===== config.mk =====
export PLATFORM = sky130hd
export DESIGN_NAME = global_config_regs_upper_flat
export DESIGN_NICKNAME = d
export VERILOG_FILES = /design/src/global_cfg_pkg.sv /design/src/cfg_link.sv /design/src/global_config_regs_upper.sv /design/src/flat_wrapper.sv
export SDC_FILE = /design/constraint.sdc
export NUM_CORES = 1
export LEC_CHECK = 0
export ABC_AREA = 1
export BUFFER_PORTS_ARGS = -buffer_cell sky130_fd_sc_hd__buf_2
export CAP_MARGIN = 10
export CORE_UTILIZATION = 30
export CTS_CLUSTER_DIAMETER = 80
export DETAILED_ROUTE_END_ITERATION = 10
export PLACE_DENSITY_LB_ADDON = 0.12
export SLEW_MARGIN = 25
export SYNTH_ARGS = -nofsm -noshare
export SYNTH_HDL_FRONTEND = slang
export SYNTH_SLANG_ARGS = --single-unit

===== constraint.sdc =====
create_clock -name core_clk -period 2.3 [get_ports core_clk]
set_input_delay 0.115 -clock core_clk [delete_from_list [all_inputs] [get_ports core_clk]]
set_output_delay 0.115 -clock core_clk [all_outputs]
set_load 0.02 [all_outputs]

===== src/global_cfg_pkg.sv =====
package global_cfg_pkg;
    // ==========================================================
    // register indexes
    localparam logic [7:0] IDX_OSC = 8'h24;
    localparam logic [7:0] IDX_RSVD_A = 8'h25;
    localparam logic [7:0] IDX_ADDR_LO = 8'h26;
    localparam logic [7:0] IDX_ADDR_HI = 8'h27;
    localparam logic [7:0] IDX_RSVD_B = 8'h28;
    localparam logic [7:0] IDX_RSVD_C = 8'h29;
    localparam logic [7:0] IDX_TEST_F = 8'h2a;
    localparam logic [7:0] IDX_TEST_D = 8'h2b;
    localparam logic [7:0] IDX_TEST_KBC = 8'h2c;
    localparam logic [7:0] IDX_TEST_A = 8'h2d;
    localparam logic [7:0] IDX_TEST_B = 8'h2e;
    localparam logic [7:0] IDX_TEST_C = 8'h2f;
    localparam int TEST_COUNT = 6;
    // ==========================================================
    // reset values
    localparam logic [7:0] OSC_RESET = 8'h44;
    localparam logic [7:0] ADDR_LO_STRAP0 = 8'h2e;
    localparam logic [7:0] ADDR_LO_STRAP1 = 8'h4e;
    localparam logic [7:0] ADDR_HI_RESET = 8'h00;
    localparam logic [7:0] TEST_RESET = 8'h00;
    localparam logic [7:0] INDEX_RESET = 8'h00;
    localparam logic [7:0] READ_ZERO = 8'h00;
    // ==========================================================
    // field layout
    localparam int OSC_PLL_BIT = 1;
    localparam int OSC_FIELD_LO = 2;
    localparam int OSC_FIELD_HI = 3;
    localparam int OSC_QUAL16_BIT = 6;
    localparam logic [1:0] OSC_OFF_CODE = 2'h3;
    localparam logic [7:0] OSC_WMASK = 8'h4e;
    localparam logic [7:0] OSC_RSVD54_MASK = 8'h30;
    localparam logic [7:0] OSC_QUAL16_MASK = 8'h40;
    localparam logic [7:0] ADDR_LO_WMASK = 8'hfe;
    localparam int KBC_RESET_BIT = 6;
    localparam logic [7:0] KBC_WMASK = 8'h40;
    localparam logic [15:0] DATA_PORT_BIT = 16'h0001;
    // ==========================================================
    // host command registers
    localparam logic [2:0] HREG_CTRL = 3'h0;
    localparam logic [2:0] HREG_INDEX = 3'h1;
    localparam logic [2:0] HREG_WDATA = 3'h2;
    localparam logic [2:0] HREG_CMD = 3'h3;
    localparam logic [2:0] HREG_RESULT = 3'h4;
    localparam logic [2:0] HREG_STATUS = 3'h5;
    localparam logic [2:0] HREG_BASE_LO = 3'h6;
    localparam logic [2:0] HREG_BASE_HI = 3'h7;
    localparam int STAT_BUSY_BIT = 0;
    localparam int STAT_REFUSED_BIT = 1;
    localparam int STAT_NOACK_BIT = 2;
    localparam logic [7:0] NOACK_DATA = 8'hff;
endpackage : global_cfg_pkg


===== src/cfg_link.sv =====
`timescale 1ns/1ns
// ==========================================================
// index/data port link between host end and device end
interface cfg_link;
    logic [15:0] io_addr;
    logic [7:0] io_wdata;
    logic io_wr;
    logic io_rd;
    logic cfg_mode;
    logic [7:0] io_rdata;
    logic io_ack;

    modport host (
        output io_addr,
        output io_wdata,
        output io_wr,
        output io_rd,
        output cfg_mode,
        input io_rdata,
        input io_ack
    );

    modport device (
        input io_addr,
        input io_wdata,
        input io_wr,
        input io_rd,
        input cfg_mode,
        output io_rdata,
        output io_ack
    );
endinterface : cfg_link


===== src/global_config_regs_upper.sv =====
`timescale 1ns/1ns
// Summary of operation
// - oscillator register loads 0x44 on three resets
// - bit 1 one stops PLL
// - oscillator field 11 stops oscillator, baud clock
// - bit 6 selects 12 or 16 bit decode
// - software should set 16 bit qualification
// - software writes zero to bits 5:4
// - reserved indexes ignore writes, read zero
// - address low bits 7:1, bit 0 zero
// - address low default follows strap pin
// - address high byte, resets to zero
// - software picks only even port addresses
// - low first; high write moves port
// - port address reset only hard, VCC POR
// - test register bit 6 holds keyboard reset
// - software never writes the other factory test registers
// - software writes only bit 6 there
// - test registers clear on supply resets
// - index then data, configuration mode only
// - all eight index bits decoded
module global_config_regs_upper
    import global_cfg_pkg::*;
(
    input wire logic core_clk,
    input wire logic rst_n,
    input wire logic vcc_por,
    input wire logic standby_supply_power_on_reset,
    input wire logic hard_reset,
    input wire logic soft_reset,
    input wire logic strap_option,
    cfg_link.device link,
    output logic pll_stop,
    output logic osc_stop,
    output logic baud_clock_generator_en,
    output logic addr_qual16,
    output logic kbd_mcu_reset,
    output logic [15:0] config_base
);

    // ==========================================================
    // port decode
    function automatic logic port_hit(input logic [15:0] a, input logic [15:0] port,
                                      input logic q16);
        if (q16) begin
            port_hit = (a == port);
        end else begin
            port_hit = (a[11:0] == port[11:0]);
        end
    endfunction : port_hit

    function automatic logic test_slot(input logic [7:0] idx);
        test_slot = (idx >= IDX_TEST_F) && (idx <= IDX_TEST_C);
    endfunction : test_slot

    logic strap_meta_r;
    logic strap_sync_r;
    logic [7:0] index_r;
    logic [7:0] osc_r;
    logic [7:0] osc_nxt;
    logic osc_stop_r;
    logic baud_en_r;
    logic [7:0] addr_lo_r;
    logic [7:0] addr_hi_r;
    logic [15:0] base_r;
    logic [7:0] test_r [TEST_COUNT];
    logic [7:0] rdata_r;
    logic ack_r;
    logic [7:0] rd_val;
    logic idx_hit;
    logic dat_hit;
    logic dat_wr;
    logic dat_rd;
    logic full_def;
    logic osc_def;
    logic test_def;
    logic any_reset;
    logic [2:0] test_sel;

    // ==========================================================
    // strap synchroniser
    always_ff @(posedge core_clk) begin
        strap_meta_r <= strap_option;
        strap_sync_r <= strap_meta_r;
    end

    // ==========================================================
    // reset sources
    assign full_def = !rst_n || vcc_por || hard_reset;
    assign osc_def = full_def || standby_supply_power_on_reset;
    assign test_def = !rst_n || vcc_por || standby_supply_power_on_reset;
    assign any_reset = full_def || standby_supply_power_on_reset || soft_reset;

    // ==========================================================
    // index and data port decode
    assign idx_hit = link.cfg_mode
        && port_hit(link.io_addr, base_r, osc_r[OSC_QUAL16_BIT]);
    assign dat_hit = link.cfg_mode
        && port_hit(link.io_addr, base_r | DATA_PORT_BIT, osc_r[OSC_QUAL16_BIT]);
    assign dat_wr = dat_hit && link.io_wr;
    assign dat_rd = dat_hit && link.io_rd;
    assign test_sel = 3'(index_r - IDX_TEST_F);

    always_ff @(posedge core_clk) begin
        if (any_reset) begin
            index_r <= INDEX_RESET;
        end else if (idx_hit && link.io_wr) begin
            index_r <= link.io_wdata;
        end
    end

    // ==========================================================
    // oscillator and PLL control
    always_comb begin
        osc_nxt = osc_r;
        if (dat_wr && index_r == IDX_OSC) begin
            osc_nxt = link.io_wdata & OSC_WMASK;
        end
    end

    always_ff @(posedge core_clk) begin
        if (osc_def) begin
            osc_r <= OSC_RESET;
            osc_stop_r <= (OSC_RESET[OSC_FIELD_HI:OSC_FIELD_LO] == OSC_OFF_CODE);
            baud_en_r <= (OSC_RESET[OSC_FIELD_HI:OSC_FIELD_LO] != OSC_OFF_CODE);
        end else begin
            osc_r <= osc_nxt;
            osc_stop_r <= (osc_nxt[OSC_FIELD_HI:OSC_FIELD_LO] == OSC_OFF_CODE);
            baud_en_r <= (osc_nxt[OSC_FIELD_HI:OSC_FIELD_LO] != OSC_OFF_CODE);
        end
    end

    // ==========================================================
    // configuration port address
    always_ff @(posedge core_clk) begin
        if (full_def) begin
            addr_lo_r <= strap_sync_r ? ADDR_LO_STRAP1 : ADDR_LO_STRAP0;
            addr_hi_r <= ADDR_HI_RESET;
            base_r <= {ADDR_HI_RESET, strap_sync_r ? ADDR_LO_STRAP1 : ADDR_LO_STRAP0};
        end else if (dat_wr && index_r == IDX_ADDR_LO) begin
            addr_lo_r <= link.io_wdata & ADDR_LO_WMASK;
        end else if (dat_wr && index_r == IDX_ADDR_HI) begin
            addr_hi_r <= link.io_wdata;
            base_r <= {link.io_wdata, addr_lo_r};
        end
    end

    // ==========================================================
    // factory test registers
    always_ff @(posedge core_clk) begin
        if (test_def) begin
            for (int i = 0; i < TEST_COUNT; i++) begin
                test_r[i] <= TEST_RESET;
            end
        end else if (dat_wr && test_slot(index_r)) begin
            test_r[test_sel] <= link.io_wdata;
        end
    end

    // ==========================================================
    // read mux
    always_comb begin
        case (index_r)
            IDX_OSC: rd_val = osc_r;
            IDX_ADDR_LO: rd_val = addr_lo_r;
            IDX_ADDR_HI: rd_val = addr_hi_r;
            IDX_RSVD_A, IDX_RSVD_B, IDX_RSVD_C: rd_val = READ_ZERO;
            default: begin
                if (test_slot(index_r)) begin
                    rd_val = test_r[test_sel];
                end else begin
                    rd_val = READ_ZERO;
                end
            end
        endcase
    end

    always_ff @(posedge core_clk) begin
        if (!rst_n) begin
            rdata_r <= READ_ZERO;
            ack_r <= 1'b0;
        end else if (dat_rd) begin
            rdata_r <= rd_val;
            ack_r <= 1'b1;
        end else begin
            rdata_r <= READ_ZERO;
            ack_r <= 1'b0;
        end
    end

    // ==========================================================
    // outputs
    assign link.io_rdata = rdata_r;
    assign link.io_ack = ack_r;
    assign pll_stop = osc_r[OSC_PLL_BIT];
    assign osc_stop = osc_stop_r;
    assign baud_clock_generator_en = baud_en_r;
    assign addr_qual16 = osc_r[OSC_QUAL16_BIT];
    assign kbd_mcu_reset = test_r[3'(IDX_TEST_KBC - IDX_TEST_F)][KBC_RESET_BIT];
    assign config_base = base_r;

endmodule : global_config_regs_upper


===== src/flat_wrapper.sv =====
// flat-port wrapper written by rule: the top's interface ports become plain ports
module global_config_regs_upper_flat import global_cfg_pkg::*;
  (core_clk, rst_n, vcc_por, standby_supply_power_on_reset, hard_reset, soft_reset, strap_option, pll_stop, osc_stop, baud_clock_generator_en, addr_qual16, kbd_mcu_reset, config_base, link_io_addr, link_io_wdata, link_io_wr, link_io_rd, link_cfg_mode, link_io_rdata, link_io_ack);
  cfg_link link_i ();
  input wire logic core_clk;
  input wire logic rst_n;
  input wire logic vcc_por;
  input wire logic standby_supply_power_on_reset;
  input wire logic hard_reset;
  input wire logic soft_reset;
  input wire logic strap_option;
  output logic pll_stop;
  output logic osc_stop;
  output logic baud_clock_generator_en;
  output logic addr_qual16;
  output logic kbd_mcu_reset;
  output logic [15:0] config_base;
  input wire logic [$bits(link_i.io_addr)-1:0] link_io_addr;
  input wire logic [$bits(link_i.io_wdata)-1:0] link_io_wdata;
  input wire logic [$bits(link_i.io_wr)-1:0] link_io_wr;
  input wire logic [$bits(link_i.io_rd)-1:0] link_io_rd;
  input wire logic [$bits(link_i.cfg_mode)-1:0] link_cfg_mode;
  output wire logic [$bits(link_i.io_rdata)-1:0] link_io_rdata;
  output wire logic [$bits(link_i.io_ack)-1:0] link_io_ack;
  assign link_i.io_addr = link_io_addr;
  assign link_i.io_wdata = link_io_wdata;
  assign link_i.io_wr = link_io_wr;
  assign link_i.io_rd = link_io_rd;
  assign link_i.cfg_mode = link_cfg_mode;
  assign link_io_rdata = link_i.io_rdata;
  assign link_io_ack = link_i.io_ack;
  global_config_regs_upper u_core (.core_clk(core_clk), .rst_n(rst_n), .vcc_por(vcc_por), .standby_supply_power_on_reset(standby_supply_power_on_reset), .hard_reset(hard_reset), .soft_reset(soft_reset), .strap_option(strap_option), .link(link_i), .pll_stop(pll_stop), .osc_stop(osc_stop), .baud_clock_generator_en(baud_clock_generator_en), .addr_qual16(addr_qual16), .kbd_mcu_reset(kbd_mcu_reset), .config_base(config_base));
endmodule

==> metrics.txt <==
status finished, final reports clean; fin nets 728; DR vias 4309; WP data required 2.32 ns; Clk Latency, worst-skew pair 0.36 ns; 1st-pass router iterations 5; Total GRT Usage 0.1773; Top cell by count, worst path nand2_1; Max Fclk 0.4726 GHz; Max Buffers Root-to-Sink 2; Initial DRC Count 410; Root Driver clkbuf_16; Core Util, Final 0.3702; Logic pwr share 0.054; CP bufs+invs 1; Cells after Synth 588; # rows 48; largest net degree at the start of global routing 18; peak supply drop 0.0004088 V; Worst Setup End Kind flop; Lkg Pwr 2.778 nW; initial antenna violation count 0; Setup TNS Final 0 ns; Seq cells post-synth 111; Seq/Total Area, Yosys 0.5680; Seq pwr share 0.548; Vias/cell 4.663; Critical Path Max Stage Delay 0.44 ns; clock network fraction of total power 0.397; GR Overflow Total 0; GPL Wtd Cong 0.8591; drt wl/cell 16.37 um; hpwl dp 11290 um; Initial Util 0.3067; P&R area growth vs syn 20.71%; chip height 134.7 um; prevailing post-synth register cell edfxtp_1; Final Max Slew Viols 0; Cell variety after synth 36; Core Footprint 0.01724 mm^2; switch share 0.2287; vias in the first global route 4343; post-layout min period 2.116 ns; CP max stage cell edfxtp_1; hold crit path type in -> reg; crit-path leading delay family simple AND/OR/NAND/NOR gates; Filler cells 1796; Antenna diodes 0; Crit Path Class reg -> reg; list of cells traversed by the critical path inv_1 > nand2_1 > nand2_1 > nand2_1 > nor2_1 > nand4_2 > nor2_4 > nand4_2 > nand2_1; CTS Buf Count 9; drt total wl 15130 um; post-route ant nets 0; Tcrit/Tclk final 0.9199; CP arrival 2.14 ns; max-cap violation count 0; post-synthesis area per instance 8.990 um^2; first-pass GRT wire length 23640 um; DRC viols 0; yosys warns 0; Die Span X 134.7 um; Clock Sinks 111; CTS tree done; Power Dens Cells 629.6 mW/mm^2; RSZ-0062 raised after global routing false; area of the die 0.01816 mm^2; EDFF count, synth 78; Port Buffers 62; CP max FO 8; Worst-path clk slew 0.08 ns; io pins 64; layout cell share with drive strength beyond 1 0.2146; asr flop ratio synth 0; Final Hold Viols 0; htree depth 3; final setup fails 0; Pint 3.099 mW; Setup Skew 0.01180 ns; Post-Syn Area 0.005286 mm^2; sw power 0.9191 mW; startpoint types flop
-- flip-flops by register name, indices dropped and copies added (netlist names) --
register / count
u_core.config_base: 15
u_core.index_r: 8
u_core.addr_lo_r: 7
u_core.strap_sync_r: 1
u_core.link.io_ack: 1
u_core.link.io_rdata: 8
u_core.osc_r: 4
u_core.baud_clock_generator_en: 1
u_core.test_r: 64
u_core.strap_meta_r: 1
u_core.osc_stop: 1
-- routing by layer --
layer / up-vias / global-route usage / wire length [um]
met5: - / 0 / 0
met4: 0 / 0.07990 / 431
met3: 25 / 0.03904 / 889
met2: 131 / 0.2889 / 7031
met1: 2018 / 0.2248 / 6777
li1: 2135 / - / -
-- stage by stage --
stage	setup WS [ns]	hold slack [ns]	power, mW	std cells	instance area [um^2]
final	0.1842	0.05250	4.018	924	6381
after global placement	0.2468	0.2203	2.462	907	6075
after detailed placement	0.1752	0.2252	2.465	907	6075
after CTS	0.1539	0.04450	4.044	924	6376
after global routing	0.0009712	0.06529	4.151	924	6381
after floorplan	0.1023	0.1427	2.358	604	5346
-- final cells by class --
class | instances | area [um^2] | area share
Sequential cell | 111 | 3003 | 0.4706
Multi-Input combinational cell | 398 | 1957 | 0.3067
Timing Repair Buffer | 92 | 538.0 | 0.08431
Inverter | 82 | 310.3 | 0.04863
Tap cell | 225 | 281.5 | 0.04412
Clock buffer | 11 | 232.7 | 0.03647
Clock inverter | 5 | 58.81 | 0.009216
-- tightest hold or removal path, stage by stage --
cell	delay [ns]
buf_2	0.11
nor2_1	0.10
a211oi_1	0.05
-- logic make-up after synthesis --
| kind of cell | Yosys count | share of synthesized area |
|---|---|---|
| AOI/OAI and AO/OA | 66 | 0.07952 |
| buffers and inverters | 95 | 0.07408 |
| other | 1 | 0.0007094 |
| xor gates and xnor gates | 3 | 0.004971 |
| DFF | 111 | 0.5680 |
| and+or+nand+nor | 312 | 0.2727 |
-- power groups by stage --
| stage | registers, mW | clock network (mW) | logic, mW |
|---|---|---|---|
| floorplan | 2.25 | 0 | 0.109 |
| global placement | 2.25 | 0 | 0.214 |
| detailed placement | 2.25 | 0 | 0.216 |
| CTS | 2.20 | 1.62 | 0.219 |
| global route | 2.21 | 1.70 | 0.246 |
| finish | 2.20 | 1.60 | 0.218 |
-- repair_timing --
action / in CTS / in global routing
endpoints found under the setup margin: 0 / 16
hold buffers: 1 / 0
gates resized for setup: 0 / 2
hold endpoints to repair: 1 / 0
setup buffers: 0 / 0
-- path summary, 6_finish.rpt --
path,slack (ns),endpoint,startpoint,cells after the start
setup reg to reg,0.18,u_core.test_r[4][4],u_core.config_base[3],9
hold reg to reg,0.33,u_core.strap_sync_r,u_core.strap_meta_r,0
setup / recovery,0.18,u_core.test_r[4][4],u_core.config_base[3],9
hold / removal,0.05,u_core.index_r[4],link_io_wdata[4],3
-- Yosys cell counts (7+ instances only) --
cell type / number / area [um^2]
o22ai_1: 13 / 81.33
o31ai_1: 10 / 75.07
nor2_2: 7 / 43.79
nand3_1: 19 / 95.09
a211oi_1: 9 / 67.56
dfxtp_1: 33 / 660.6
nor3_2: 14 / 140.1
o21ai_0: 15 / 75.07
nor2_1: 104 / 390.4
a21oi_1: 9 / 45.04
inv_1: 76 / 285.3
nor3_1: 15 / 75.07
nand2_1: 131 / 491.7
edfxtp_1: 78 / 2342
-- cell usage in the layout (no fill, tap or decap), types with 15 or more instances in the layout --
cell and count:
nand2_1 129, nor2_1 104, edfxtp_1 78, inv_1 76, buf_2 62, dfxtp_1 33
buf_4 29, nand3_1 19, conb_1 17, nor3_1 15
(Power assumes the default switching activity.)
